--- config.mk ---
export PLATFORM = sky130hd
export DESIGN_NAME = dacr_top
export DESIGN_NICKNAME = d
export VERILOG_FILES = /design/src/include/dacr_pkg.sv /design/src/include/dacr_chan_if.sv /design/src/rtl/dacr_chan_regs.sv /design/src/rtl/dacr_top.sv
export SDC_FILE = /design/constraint.sdc
export NUM_CORES = 1
export LEC_CHECK = 0
export BUFFER_PORTS_ARGS = -buffer_cell sky130_fd_sc_hd__buf_2
export CORE_UTILIZATION = 54
export CTS_CLUSTER_DIAMETER = 30
export DETAILED_ROUTE_END_ITERATION = 10
export GPL_TIMING_DRIVEN = 0
export PLACE_DENSITY = 0.78
export SETUP_SLACK_MARGIN = 0.4
export SYNTH_ARGS = -nofsm -noshare
export SYNTH_HDL_FRONTEND = slang
export SYNTH_SLANG_ARGS = --single-unit
--- constraint.sdc ---
create_clock -name ref_clk_in -period 1.8 [get_ports ref_clk_in]
set_input_delay 0.18 -clock ref_clk_in [delete_from_list [all_inputs] [get_ports ref_clk_in]]
set_output_delay 0.18 -clock ref_clk_in [all_outputs]
set_load 0.005 [all_outputs]
--- src/include/dacr_pkg.sv ---
// Package with the register map, field layout, reset values and serial port constants
package dacr_pkg;

  // ************************************************************
  // Register offsets
  // ************************************************************
  localparam int ADDR_W = 13;
  localparam logic [12:0] OFF_CHANNEL_INDEX = 13'h005;
  localparam logic [12:0] OFF_POWER_MODE_SELECT = 13'h008;
  localparam logic [12:0] OFF_ENHANCEMENT_CONTROL = 13'h00c;
  localparam logic [12:0] OFF_SERIAL_OUTPUT_CONTROL = 13'h021;
  localparam logic [12:0] OFF_CHANNEL_POWER_RESET = 13'h022;
  localparam logic [12:0] OFF_TRANSFER_STROBE = 13'h0ff;
  localparam logic [12:0] OFF_RESOLUTION_RATE_OVERRIDE = 13'h100;
  localparam logic [12:0] OFF_USER_IO_CONTROL_TWO = 13'h101;
  localparam logic [12:0] OFF_USER_IO_CONTROL_THREE = 13'h102;

  // ************************************************************
  // Reset values
  // ************************************************************
  localparam logic [7:0] RST_CHANNEL_INDEX = 8'h33;
  localparam logic [7:0] RST_POWER_MODE_SELECT = 8'h00;
  localparam logic [7:0] RST_ENHANCEMENT_CONTROL = 8'h00;
  localparam logic [7:0] RST_SERIAL_OUTPUT_CONTROL = 8'h32;
  localparam logic [7:0] RST_CHANNEL_POWER_RESET = 8'h00;
  localparam logic [7:0] RST_RESOLUTION_RATE_OVERRIDE = 8'h00;
  localparam logic [7:0] RST_USER_IO_CONTROL_TWO = 8'h00;
  localparam logic [7:0] RST_USER_IO_CONTROL_THREE = 8'h00;

  // ************************************************************
  // Writable bit masks, open bits are zero
  // ************************************************************
  localparam logic [7:0] MASK_CHANNEL_INDEX = 8'h33;
  localparam logic [7:0] MASK_POWER_MODE_SELECT = 8'h03;
  localparam logic [7:0] MASK_ENHANCEMENT_CONTROL = 8'h04;
  localparam logic [7:0] MASK_SERIAL_OUTPUT_CONTROL = 8'hff;
  localparam logic [7:0] MASK_DATA_CHANNEL = 8'h03;
  localparam logic [7:0] MASK_CLOCK_CHANNEL = 8'h02;
  localparam logic [7:0] MASK_RESOLUTION_RATE_OVERRIDE = 8'h77;
  localparam logic [7:0] MASK_USER_IO_CONTROL_TWO = 8'h01;
  localparam logic [7:0] MASK_USER_IO_CONTROL_THREE = 8'h08;

  // ************************************************************
  // Field positions and codes
  // ************************************************************
  localparam int NUM_TARGETS = 4;
  localparam int NUM_DATA_CHANNELS = 2;
  localparam int SEL_CLOCK_LSB = 4;
  localparam int TRANSFER_BIT = 0;
  localparam int CHOP_BIT = 2;
  localparam int CHAN_POWER_DOWN_BIT = 0;
  localparam int CHAN_OUTPUT_RESET_BIT = 1;
  localparam int OVERRIDE_ENABLE_BIT = 6;
  localparam int RESOLUTION_LSB = 4;
  localparam int RATE_LSB = 0;
  localparam int PULLDOWN_DISABLE_BIT = 0;
  localparam int COMMON_MODE_PD_BIT = 3;
  localparam logic [1:0] FULL_RESOLUTION_CODE = 2'h2;
  localparam logic [2:0] FULL_RATE_CODE = 3'h6;
  localparam logic [1:0] PM_NORMAL = 2'h0;
  localparam logic [1:0] PM_POWER_DOWN = 2'h1;
  localparam logic [1:0] PM_STANDBY = 2'h2;
  localparam logic [1:0] PM_DIGITAL_RESET = 2'h3;

  // ************************************************************
  // Serial port framing
  // ************************************************************
  localparam int RW_BIT = 15;
  localparam logic [4:0] INSTR_LAST_BIT = 5'h0f;
  localparam logic [4:0] DATA_LAST_BIT = 5'h07;

  typedef enum logic [1:0] {
    DACR_INSTR,
    DACR_WRITE,
    DACR_READ,
    DACR_DONE
  } dacr_spi_state_t;

endpackage

--- src/include/dacr_chan_if.sv ---
// Interface carrying per-target register traffic between the bank and the channel registers
`timescale 1ns/1ps
interface dacr_chan_if;
  logic wr_en;
  logic [7:0] wr_data;
  logic [3:0] sel;
  logic [7:0] value [4];
  logic [7:0] rd_value;

  modport bank (output wr_en, output wr_data, output sel, input value, input rd_value);
  modport chans (input wr_en, input wr_data, input sel, output value, output rd_value);
endinterface

--- src/rtl/dacr_chan_regs.sv ---
// Per-target copies of the channel power and output reset register
`timescale 1ns/1ps
module dacr_chan_regs (
  input wire logic ref_clk_in,
  input wire logic reset_in,
  dacr_chan_if.chans chan_bus
);

  // ************************************************************
  // One register per data or clock channel
  // ************************************************************
  genvar t;
  generate
    for (t = 0; t < dacr_pkg::NUM_TARGETS; t++) begin : g_target
      // Clock channels only carry the output reset bit
      localparam logic [7:0] MASK = (t < dacr_pkg::NUM_DATA_CHANNELS) ?
        dacr_pkg::MASK_DATA_CHANNEL : dacr_pkg::MASK_CLOCK_CHANNEL;
      logic [7:0] target_reg;
      always_ff @(posedge ref_clk_in) begin
        if (reset_in) begin
          target_reg <= dacr_pkg::RST_CHANNEL_POWER_RESET;
        end else if (chan_bus.wr_en && chan_bus.sel[t]) begin
          target_reg <= chan_bus.wr_data & MASK;
        end
      end
      assign chan_bus.value[t] = target_reg;
    end
  endgenerate

  // ************************************************************
  // Read back the lowest selected target
  // ************************************************************
  always_comb begin
    chan_bus.rd_value = 8'h00;
    for (int i = dacr_pkg::NUM_TARGETS - 1; i >= 0; i--) begin
      if (chan_bus.sel[i]) begin
        chan_bus.rd_value = chan_bus.value[i];
      end
    end
  end

endmodule // dacr_chan_regs

--- src/rtl/dacr_top.sv ---
// Control register bank of the dual converter with its serial port
`timescale 1ns/1ps
// Operation
// - Every register write takes effect at once, except the resolution/rate override.
// - Override settings take effect only when transfer bit 0 is written high.
// - Channel index bits 1:0 choose which data channel takes per-channel writes.
// - Global registers apply to all channels regardless of channel index.
// - Channel index can also select clock channels for a reduced per-channel set.
// - Power mode 00 keeps both channels and datapaths running.
// - Power mode 01 stops datapath clocks, resets datapath, disables outputs.
// - Power mode 10 stops datapath clocks and disables outputs without reset.
// - Power mode 11 resets datapath clocking and outputs, not the serial port.
// - Serial port is reset only by power-on reset, never by registers.
// - Enhancement bit 2 enables chopping in the first converter stage.
// - Override rate field limits maximum rate capability, not the actual rate.
// - User I/O two bit 0 disables the serial data pin pull-down.
// - User I/O three bit 3 powers down the common-mode generator.
module dacr_top (
  input wire logic ref_clk_in,
  input wire logic reset_in,
  input wire logic spi_clk_in,
  input wire logic spi_cs_n_in,
  input wire logic spi_dio_in,
  output logic spi_dio_out,
  output logic spi_dio_oe_out,
  output logic chop_enable_out,
  output logic datapath_clk_en_out,
  output logic datapath_reset_out,
  output logic clock_gen_reset_out,
  output logic outputs_enable_out,
  output logic outputs_reset_out,
  output logic [1:0] chan_power_down_out,
  output logic [3:0] chan_output_reset_out,
  output logic [7:0] serial_output_mode_out,
  output logic override_enable_out,
  output logic [1:0] resolution_code_out,
  output logic [2:0] rate_limit_code_out,
  output logic sdio_pulldown_disable_out,
  output logic common_mode_generator_pd_out
);

  // ************************************************************
  // Serial port edge detection
  // ************************************************************
  // Pins are synchronous to ref_clk_in, so a one-cycle delay is enough
  logic sclk_q;
  dacr_pkg::dacr_spi_state_t spi_state;
  logic [4:0] bit_cnt;
  logic [15:0] shift_in;
  logic [12:0] reg_addr;
  logic [7:0] tx_shift;

  wire sclk_rise = spi_clk_in & ~sclk_q & ~spi_cs_n_in;
  wire sclk_fall = ~spi_clk_in & sclk_q & ~spi_cs_n_in;
  wire [15:0] next_shift = {shift_in[14:0], spi_dio_in};
  wire instr_done = (spi_state == dacr_pkg::DACR_INSTR) && sclk_rise && (bit_cnt == dacr_pkg::INSTR_LAST_BIT);
  wire data_last = sclk_rise && (bit_cnt == dacr_pkg::DATA_LAST_BIT);
  wire wr_strobe = (spi_state == dacr_pkg::DACR_WRITE) && data_last;
  wire [7:0] wr_data = next_shift[7:0];
  wire [12:0] rd_addr = (spi_state == dacr_pkg::DACR_INSTR) ? next_shift[12:0] : reg_addr;

  // ************************************************************
  // Serial port sequencer
  // ************************************************************
  // Only reset_in touches this logic; power modes never reach it
  always_ff @(posedge ref_clk_in) begin
    if (reset_in) begin
      sclk_q <= 1'b0;
      spi_state <= dacr_pkg::DACR_INSTR;
      bit_cnt <= 5'h00;
    end else begin
      sclk_q <= spi_clk_in;
      if (spi_cs_n_in) begin
        spi_state <= dacr_pkg::DACR_INSTR;
        bit_cnt <= 5'h00;
      end else begin
        unique case (spi_state)
          dacr_pkg::DACR_INSTR: begin
            if (instr_done) begin
              spi_state <= next_shift[dacr_pkg::RW_BIT] ? dacr_pkg::DACR_READ : dacr_pkg::DACR_WRITE;
              bit_cnt <= 5'h00;
            end else if (sclk_rise) begin
              bit_cnt <= bit_cnt + 5'h01;
            end
          end
          dacr_pkg::DACR_WRITE, dacr_pkg::DACR_READ: begin
            if (data_last) begin
              spi_state <= dacr_pkg::DACR_DONE;
            end else if (sclk_rise) begin
              bit_cnt <= bit_cnt + 5'h01;
            end
          end
          // Bits past the data byte are ignored until chip select rises
          dacr_pkg::DACR_DONE: begin
            bit_cnt <= bit_cnt;
          end
        endcase
      end
    end
  end

  // ************************************************************
  // Serial shift registers
  // ************************************************************
  logic [7:0] rd_data;

  always_ff @(posedge ref_clk_in) begin
    if (reset_in) begin
      shift_in <= 16'h0000;
      reg_addr <= 13'h0000;
    end else if (sclk_rise) begin
      shift_in <= next_shift;
      // Address frozen with the instruction for decode and read-back
      if (instr_done) begin
        reg_addr <= next_shift[12:0];
      end
    end
  end

  // Read data is captured with the instruction, so a late write cannot tear it
  always_ff @(posedge ref_clk_in) begin
    if (reset_in) begin
      tx_shift <= 8'h00;
      spi_dio_out <= 1'b0;
    end else if (instr_done) begin
      tx_shift <= rd_data;
    end else if (sclk_fall && spi_state == dacr_pkg::DACR_READ) begin
      spi_dio_out <= tx_shift[7];
      tx_shift <= {tx_shift[6:0], 1'b0};
    end
  end

  assign spi_dio_oe_out = (spi_state == dacr_pkg::DACR_READ) && ~spi_cs_n_in;

  // ************************************************************
  // Register bank
  // ************************************************************
  logic [7:0] channel_index;
  logic [7:0] power_mode_select;
  logic [7:0] enhancement_control;
  logic [7:0] serial_output_control;
  logic [7:0] override_pending;
  logic [7:0] override_active;
  logic [7:0] user_io_control_two;
  logic [7:0] user_io_control_three;

  // ************************************************************
  // Write decode
  // ************************************************************
  // One strobe per register, raised on the last data bit
  wire hit_index = wr_strobe && (reg_addr == dacr_pkg::OFF_CHANNEL_INDEX);
  wire hit_power = wr_strobe && (reg_addr == dacr_pkg::OFF_POWER_MODE_SELECT);
  wire hit_enh = wr_strobe && (reg_addr == dacr_pkg::OFF_ENHANCEMENT_CONTROL);
  wire hit_serial = wr_strobe && (reg_addr == dacr_pkg::OFF_SERIAL_OUTPUT_CONTROL);
  wire hit_chan = wr_strobe && (reg_addr == dacr_pkg::OFF_CHANNEL_POWER_RESET);
  wire hit_xfer = wr_strobe && (reg_addr == dacr_pkg::OFF_TRANSFER_STROBE);
  wire hit_override = wr_strobe && (reg_addr == dacr_pkg::OFF_RESOLUTION_RATE_OVERRIDE);
  wire hit_uio2 = wr_strobe && (reg_addr == dacr_pkg::OFF_USER_IO_CONTROL_TWO);
  wire hit_uio3 = wr_strobe && (reg_addr == dacr_pkg::OFF_USER_IO_CONTROL_THREE);
  // Transfer bit 0 is one-shot; the other transfer bits do nothing
  wire xfer_load = hit_xfer && wr_data[dacr_pkg::TRANSFER_BIT];

  // ************************************************************
  // Masked write data
  // ************************************************************
  // Open bits are cut here, so they can never be stored
  wire [7:0] next_channel_index = wr_data & dacr_pkg::MASK_CHANNEL_INDEX;
  wire [7:0] next_power_mode = wr_data & dacr_pkg::MASK_POWER_MODE_SELECT;
  wire [7:0] next_enhancement = wr_data & dacr_pkg::MASK_ENHANCEMENT_CONTROL;
  wire [7:0] next_serial_output = wr_data & dacr_pkg::MASK_SERIAL_OUTPUT_CONTROL;
  wire [7:0] next_override = wr_data & dacr_pkg::MASK_RESOLUTION_RATE_OVERRIDE;
  wire [7:0] next_user_io_two = wr_data & dacr_pkg::MASK_USER_IO_CONTROL_TWO;
  wire [7:0] next_user_io_three = wr_data & dacr_pkg::MASK_USER_IO_CONTROL_THREE;

  // Global registers ignore the channel index
  always_ff @(posedge ref_clk_in) begin
    if (reset_in) begin
      channel_index <= dacr_pkg::RST_CHANNEL_INDEX;
      power_mode_select <= dacr_pkg::RST_POWER_MODE_SELECT;
      enhancement_control <= dacr_pkg::RST_ENHANCEMENT_CONTROL;
      serial_output_control <= dacr_pkg::RST_SERIAL_OUTPUT_CONTROL;
    end else begin
      if (hit_index) channel_index <= next_channel_index;
      if (hit_power) power_mode_select <= next_power_mode;
      if (hit_enh) enhancement_control <= next_enhancement;
      if (hit_serial) serial_output_control <= next_serial_output;
    end
  end

  always_ff @(posedge ref_clk_in) begin
    if (reset_in) begin
      override_pending <= dacr_pkg::RST_RESOLUTION_RATE_OVERRIDE;
      override_active <= dacr_pkg::RST_RESOLUTION_RATE_OVERRIDE;
      user_io_control_two <= dacr_pkg::RST_USER_IO_CONTROL_TWO;
      user_io_control_three <= dacr_pkg::RST_USER_IO_CONTROL_THREE;
    end else begin
      if (hit_override) override_pending <= next_override;
      if (xfer_load) override_active <= override_pending;
      if (hit_uio2) user_io_control_two <= next_user_io_two;
      if (hit_uio3) user_io_control_three <= next_user_io_three;
    end
  end

  // ************************************************************
  // Per-channel registers
  // ************************************************************
  dacr_chan_if chan_bus ();

  assign chan_bus.wr_en = hit_chan;
  assign chan_bus.wr_data = wr_data;
  assign chan_bus.sel = {channel_index[dacr_pkg::SEL_CLOCK_LSB +: 2], channel_index[1:0]};

  dacr_chan_regs u_chan_regs (
    .ref_clk_in (ref_clk_in),
    .reset_in (reset_in),
    .chan_bus (chan_bus)
  );

  // ************************************************************
  // Read decode
  // ************************************************************
  // Transfer reads zero, it acts as a strobe; unmapped addresses read zero
  always_comb begin
    unique case (rd_addr)
      dacr_pkg::OFF_CHANNEL_INDEX: rd_data = channel_index;
      dacr_pkg::OFF_POWER_MODE_SELECT: rd_data = power_mode_select;
      dacr_pkg::OFF_ENHANCEMENT_CONTROL: rd_data = enhancement_control;
      dacr_pkg::OFF_SERIAL_OUTPUT_CONTROL: rd_data = serial_output_control;
      dacr_pkg::OFF_CHANNEL_POWER_RESET: rd_data = chan_bus.rd_value;
      dacr_pkg::OFF_RESOLUTION_RATE_OVERRIDE: rd_data = override_pending;
      dacr_pkg::OFF_USER_IO_CONTROL_TWO: rd_data = user_io_control_two;
      dacr_pkg::OFF_USER_IO_CONTROL_THREE: rd_data = user_io_control_three;
      default: rd_data = 8'h00;
    endcase
  end

  // ************************************************************
  // Power mode and control outputs
  // ************************************************************
  wire [1:0] pm = power_mode_select[1:0];
  wire next_clk_en = (pm == dacr_pkg::PM_NORMAL);
  wire next_dp_reset = (pm == dacr_pkg::PM_POWER_DOWN) || (pm == dacr_pkg::PM_DIGITAL_RESET);
  wire next_clkgen_reset = (pm == dacr_pkg::PM_DIGITAL_RESET);
  wire next_out_en = (pm == dacr_pkg::PM_NORMAL) || (pm == dacr_pkg::PM_DIGITAL_RESET);
  wire next_out_reset = (pm == dacr_pkg::PM_DIGITAL_RESET);
  wire next_override_en = override_active[dacr_pkg::OVERRIDE_ENABLE_BIT];
  // Rate code is a capability ceiling only; sampling itself is untouched
  wire [2:0] next_rate = next_override_en ? override_active[dacr_pkg::RATE_LSB +: 3] : dacr_pkg::FULL_RATE_CODE;
  wire [1:0] next_res = next_override_en ?
    override_active[dacr_pkg::RESOLUTION_LSB +: 2] : dacr_pkg::FULL_RESOLUTION_CODE;
  logic [1:0] next_chan_pd;
  logic [3:0] next_chan_rst;
  // Registered so a mode change never glitches the datapath controls
  wire next_chop = enhancement_control[dacr_pkg::CHOP_BIT];
  wire next_pulldown_dis = user_io_control_two[dacr_pkg::PULLDOWN_DISABLE_BIT];
  wire next_common_mode_pd = user_io_control_three[dacr_pkg::COMMON_MODE_PD_BIT];

  genvar c;
  generate
    for (c = 0; c < dacr_pkg::NUM_TARGETS; c++) begin : g_chan_out
      if (c < dacr_pkg::NUM_DATA_CHANNELS) begin : g_pd
        assign next_chan_pd[c] = chan_bus.value[c][dacr_pkg::CHAN_POWER_DOWN_BIT];
      end
      assign next_chan_rst[c] = chan_bus.value[c][dacr_pkg::CHAN_OUTPUT_RESET_BIT];
    end
  endgenerate

  always_ff @(posedge ref_clk_in) begin
    if (reset_in) begin
      datapath_clk_en_out <= 1'b1;
      datapath_reset_out <= 1'b0;
      clock_gen_reset_out <= 1'b0;
      outputs_enable_out <= 1'b1;
      outputs_reset_out <= 1'b0;
      chop_enable_out <= 1'b0;
      chan_power_down_out <= 2'h0;
      chan_output_reset_out <= 4'h0;
      serial_output_mode_out <= dacr_pkg::RST_SERIAL_OUTPUT_CONTROL;
      override_enable_out <= 1'b0;
      resolution_code_out <= dacr_pkg::FULL_RESOLUTION_CODE;
      rate_limit_code_out <= dacr_pkg::FULL_RATE_CODE;
      sdio_pulldown_disable_out <= 1'b0;
      common_mode_generator_pd_out <= 1'b0;
    end else begin
      datapath_clk_en_out <= next_clk_en;
      datapath_reset_out <= next_dp_reset;
      clock_gen_reset_out <= next_clkgen_reset;
      outputs_enable_out <= next_out_en;
      outputs_reset_out <= next_out_reset;
      chop_enable_out <= next_chop;
      chan_power_down_out <= next_chan_pd;
      chan_output_reset_out <= next_chan_rst;
      serial_output_mode_out <= serial_output_control;
      override_enable_out <= next_override_en;
      resolution_code_out <= next_res;
      rate_limit_code_out <= next_rate;
      sdio_pulldown_disable_out <= next_pulldown_dis;
      common_mode_generator_pd_out <= next_common_mode_pd;
    end
  end

endmodule // dacr_top

==> qor.txt <==
Setup_tns - -2.60 ns
Worst R2R End - tx_shift[6]
Initial core utilization - 55.8%
Hold_buf cts - 0
WHS - 0.116 ns
Core area - 8260 um2
DRT Pass-1 Iters - 5
Clock Latency Late Sink - 0.38 ns
Worst-path cell chain - inv_2, ha_4, buf_6, nor4b_4, buf_4, a31oi_4, buf_4, nor3_1, a32oi_1, o41ai_1
Estimated wirelength of the detail-placed design - 8.49 mm
Fin nets - 620
RSZ-0062 raised after global routing - true
Area delta synth->final - 33.7%
CP arrival - 2.41 ns
Total power draw - 4280 uW
Crit path largest cell delay - 0.35 ns
Clock transition at path regs - 0.11 ns
Largest Register - shift_in
Initial drt markers - 250
Detail Route Antenna Nets - 0
Max Buffers Root-to-Sink - 2
CP Capture Type - register
Worst slew margin - 55.8%
Layout cells sized above 1 - 33.1%
CTS tree - yes
WS Path Type - register to register
Root buf cell - clkbuf_8
CP required - 2.05 ns
Hold Startpoint - spi_clk_in
TritonCTS Sinks - 107
Max IR drop VDD - 637 uV
Post-synth EDFFs - 0
Die height - 94.4 um
Crit path launch - spi_state[1]
Yosys warning total - 0
Failing checks - negative setup slack
Reg2reg path depth - 10
Dominant synthesized flop cell - dfxtp_1
Leakage - 0.00233 uW
Leading area contributor after synthesis - dfxtp_1
CP Launch Type - register
Worst clock skew - 0.0201 ns
Ys async rst share - 0%
Initial antenna violation count - 0
Status - finished with violations
Crit Path Max Fanout - 7
Final worst slack - -0.357 ns
Row count - 33
Top cell type's share of synthesized area - 46.5%
Final wirelength - 13.4 mm
Syn_area_per_cell - 8.95 um2
Yosys reg bits - 107
Worst-margin pin slew - 0.663 ns
Synth Cell Area - 4610 um2
Hold endpoint - sclk_q
DRC - 0
Final setup fails - 36
Fin. max-slew vios - 0
R2R setup slack - -0.36 ns
Worst hold path stage count - 2
Syn Inst Count - 515
PwrDens - 695 nW/um2
Overflow after GRT - 0
CTS Buf Count - 9
CTS HTree Levels - 3
Endpoints failing hold - 0
Max reg flops - 15
Port Buffer Count - 33
Die width - 94.4 um
Fin crit period - 2.16 ns
Worst path most repeated cell - buf_4
Vias in the first global route - 4096
Seq/Total Area, Yosys - 46.5%
Post-Route Utilization - 74.6%
First-pass GRT wire length - 20.9 mm
FMAX - 464 MHz
Antenna cells - 0
Vias per cell - 5.93
Crit-path slowest cell - dfxtp_2
Final RePlAce weighted congestion - 0.951
Biggest regs - shift_in (15), reg_addr (13)
Max-Cap Viols - 0
Fin crit share - 120%
Syn Nets - 529
Synth area leaders - dfxtp_1 46%, nand2_1 6.4%, mux2i_1 6.1%
DR vias - 4245
Hold WC Path Type - input pin to register
Routed WL per cell - 18.7 um
GRT Overall Usage - 31.1%
IO Pins - 35
Largest net degree at the start of global routing - 21
Total die area - 8910 um2
Yosys cell types - 59
FF-to-FF Start - spi_state[1]
-- synth_stat cells, types with 3 or more instances --
cell	n
a31o_2	4
clkbuf_1	23
a31oi_1	10
o21ai_0	7
ha_1	9
and2_1	3
inv_1	12
a21oi_1	37
nor2b_1	22
dfxtp_1	107
nor2_1	47
nor4_1	3
nand3b_1	3
or2_2	4
nand3_1	15
buf_2	5
nand4_1	12
or3b_2	4
nand2b_1	7
nor3_1	9
and3_1	4
nor4_4	3
a211o_1	7
a211oi_1	3
mux2i_1	28
nor4b_1	3
nand2_1	79
-- area by class of cell --
type,count,area (um2)
well taps,105,131
inverters,13,50.0
repair buffers,80,598
plain buffers,33,268
fillers,564,2090
clock inverters,7,116
multi-input cells,362,2710
clock buffers,9,124
flip-flops and latches,107,2160
-- routing by layer --
layer / track usage, % / vias to the layer above / wire length [um]
met5: 0 / - / 0
met4: 15.5 / 0 / 494
met3: 5.39 / 47 / 921
met2: 49.3 / 190 / 6360
met1: 40.8 / 2029 / 5620
li1: - / 1979 / -
-- worst max path at each step --
stage	to	slack, ns	cells after the start
detailed placement	tx_shift[3]	-0.36	8
finish	tx_shift[6]	-0.36	10
global route	tx_shift[6]	-0.44	10
global placement	tx_shift[3]	-0.27	8
floorplan	tx_shift[3]	-0.008	8
CTS	tx_shift[3]	-0.16	9
-- cells by family (layout without fill, tap and decap cells) --
group | after synthesis | in the layout | share of synthesized area (%)
compound gates | 86 | 86 | 12.1
mux | 30 | 30 | 6.57
flops | 107 | 107 | 46.5
buf+inv | 46 | 142 | 4.21
xor+xnor | 3 | 3 | 0.570
fa+ha+maj | 9 | 9 | 2.44
simple gates | 234 | 234 | 27.7
-- cell usage in the layout, fill, tap and decap left out, types with 5 or more instances in the layout --
master / n
buf_6: 22
nand2_1: 76
nor4_4: 6
a31oi_1: 8
a21oi_1: 35
mux2i_1: 27
nand3_1: 11
dfxtp_2: 11
nand4_1: 12
nand2b_1: 6
nor2b_1: 19
clkbuf_8: 13
nor3_1: 5
o21ai_0: 6
buf_4: 32
clkbuf_1: 12
nor2_1: 45
a211o_1: 7
dfxtp_1: 94
inv_1: 10
buf_2: 33
-- metrics by stage --
stage	std cells	instance area, um2	setup slack [ns]
2_1_floorplan	515	4890	-0.00758
3_3_place_gp	653	5190	-0.275
3_5_place_dp	653	5190	-0.358
4_1_cts	704	5960	-0.156
5_1_grt	716	6160	-0.442
6_report	716	6160	-0.357
-- worst max-delay path: cells and delay by family (launching register included) --
kind	cells	cell delay (ns)
flops	1	0.35
buf+inv	4	0.55
fa+ha+maj	1	0.13
simple gates	2	0.44
compound gates	3	0.56
-- power by group --
group / total [uW] / leakage, uW / switching [uW] / internal, uW
registers: 2370 / 0.000870 / 5.13 / 2370
logic: 167 / 0.00134 / 111 / 55.5
clock network: 1740 / 0.000121 / 916 / 825
total: 4280 / 0.00233 / 1030 / 3250
-- timing repair --
action,4_1_cts,5_1_grt
resized for setup,61,31
endpoints found under the setup margin,82,75
gates cloned,1,0
pin swaps,25,15
setup buffers,34,12
(Power assumes the default switching activity.)
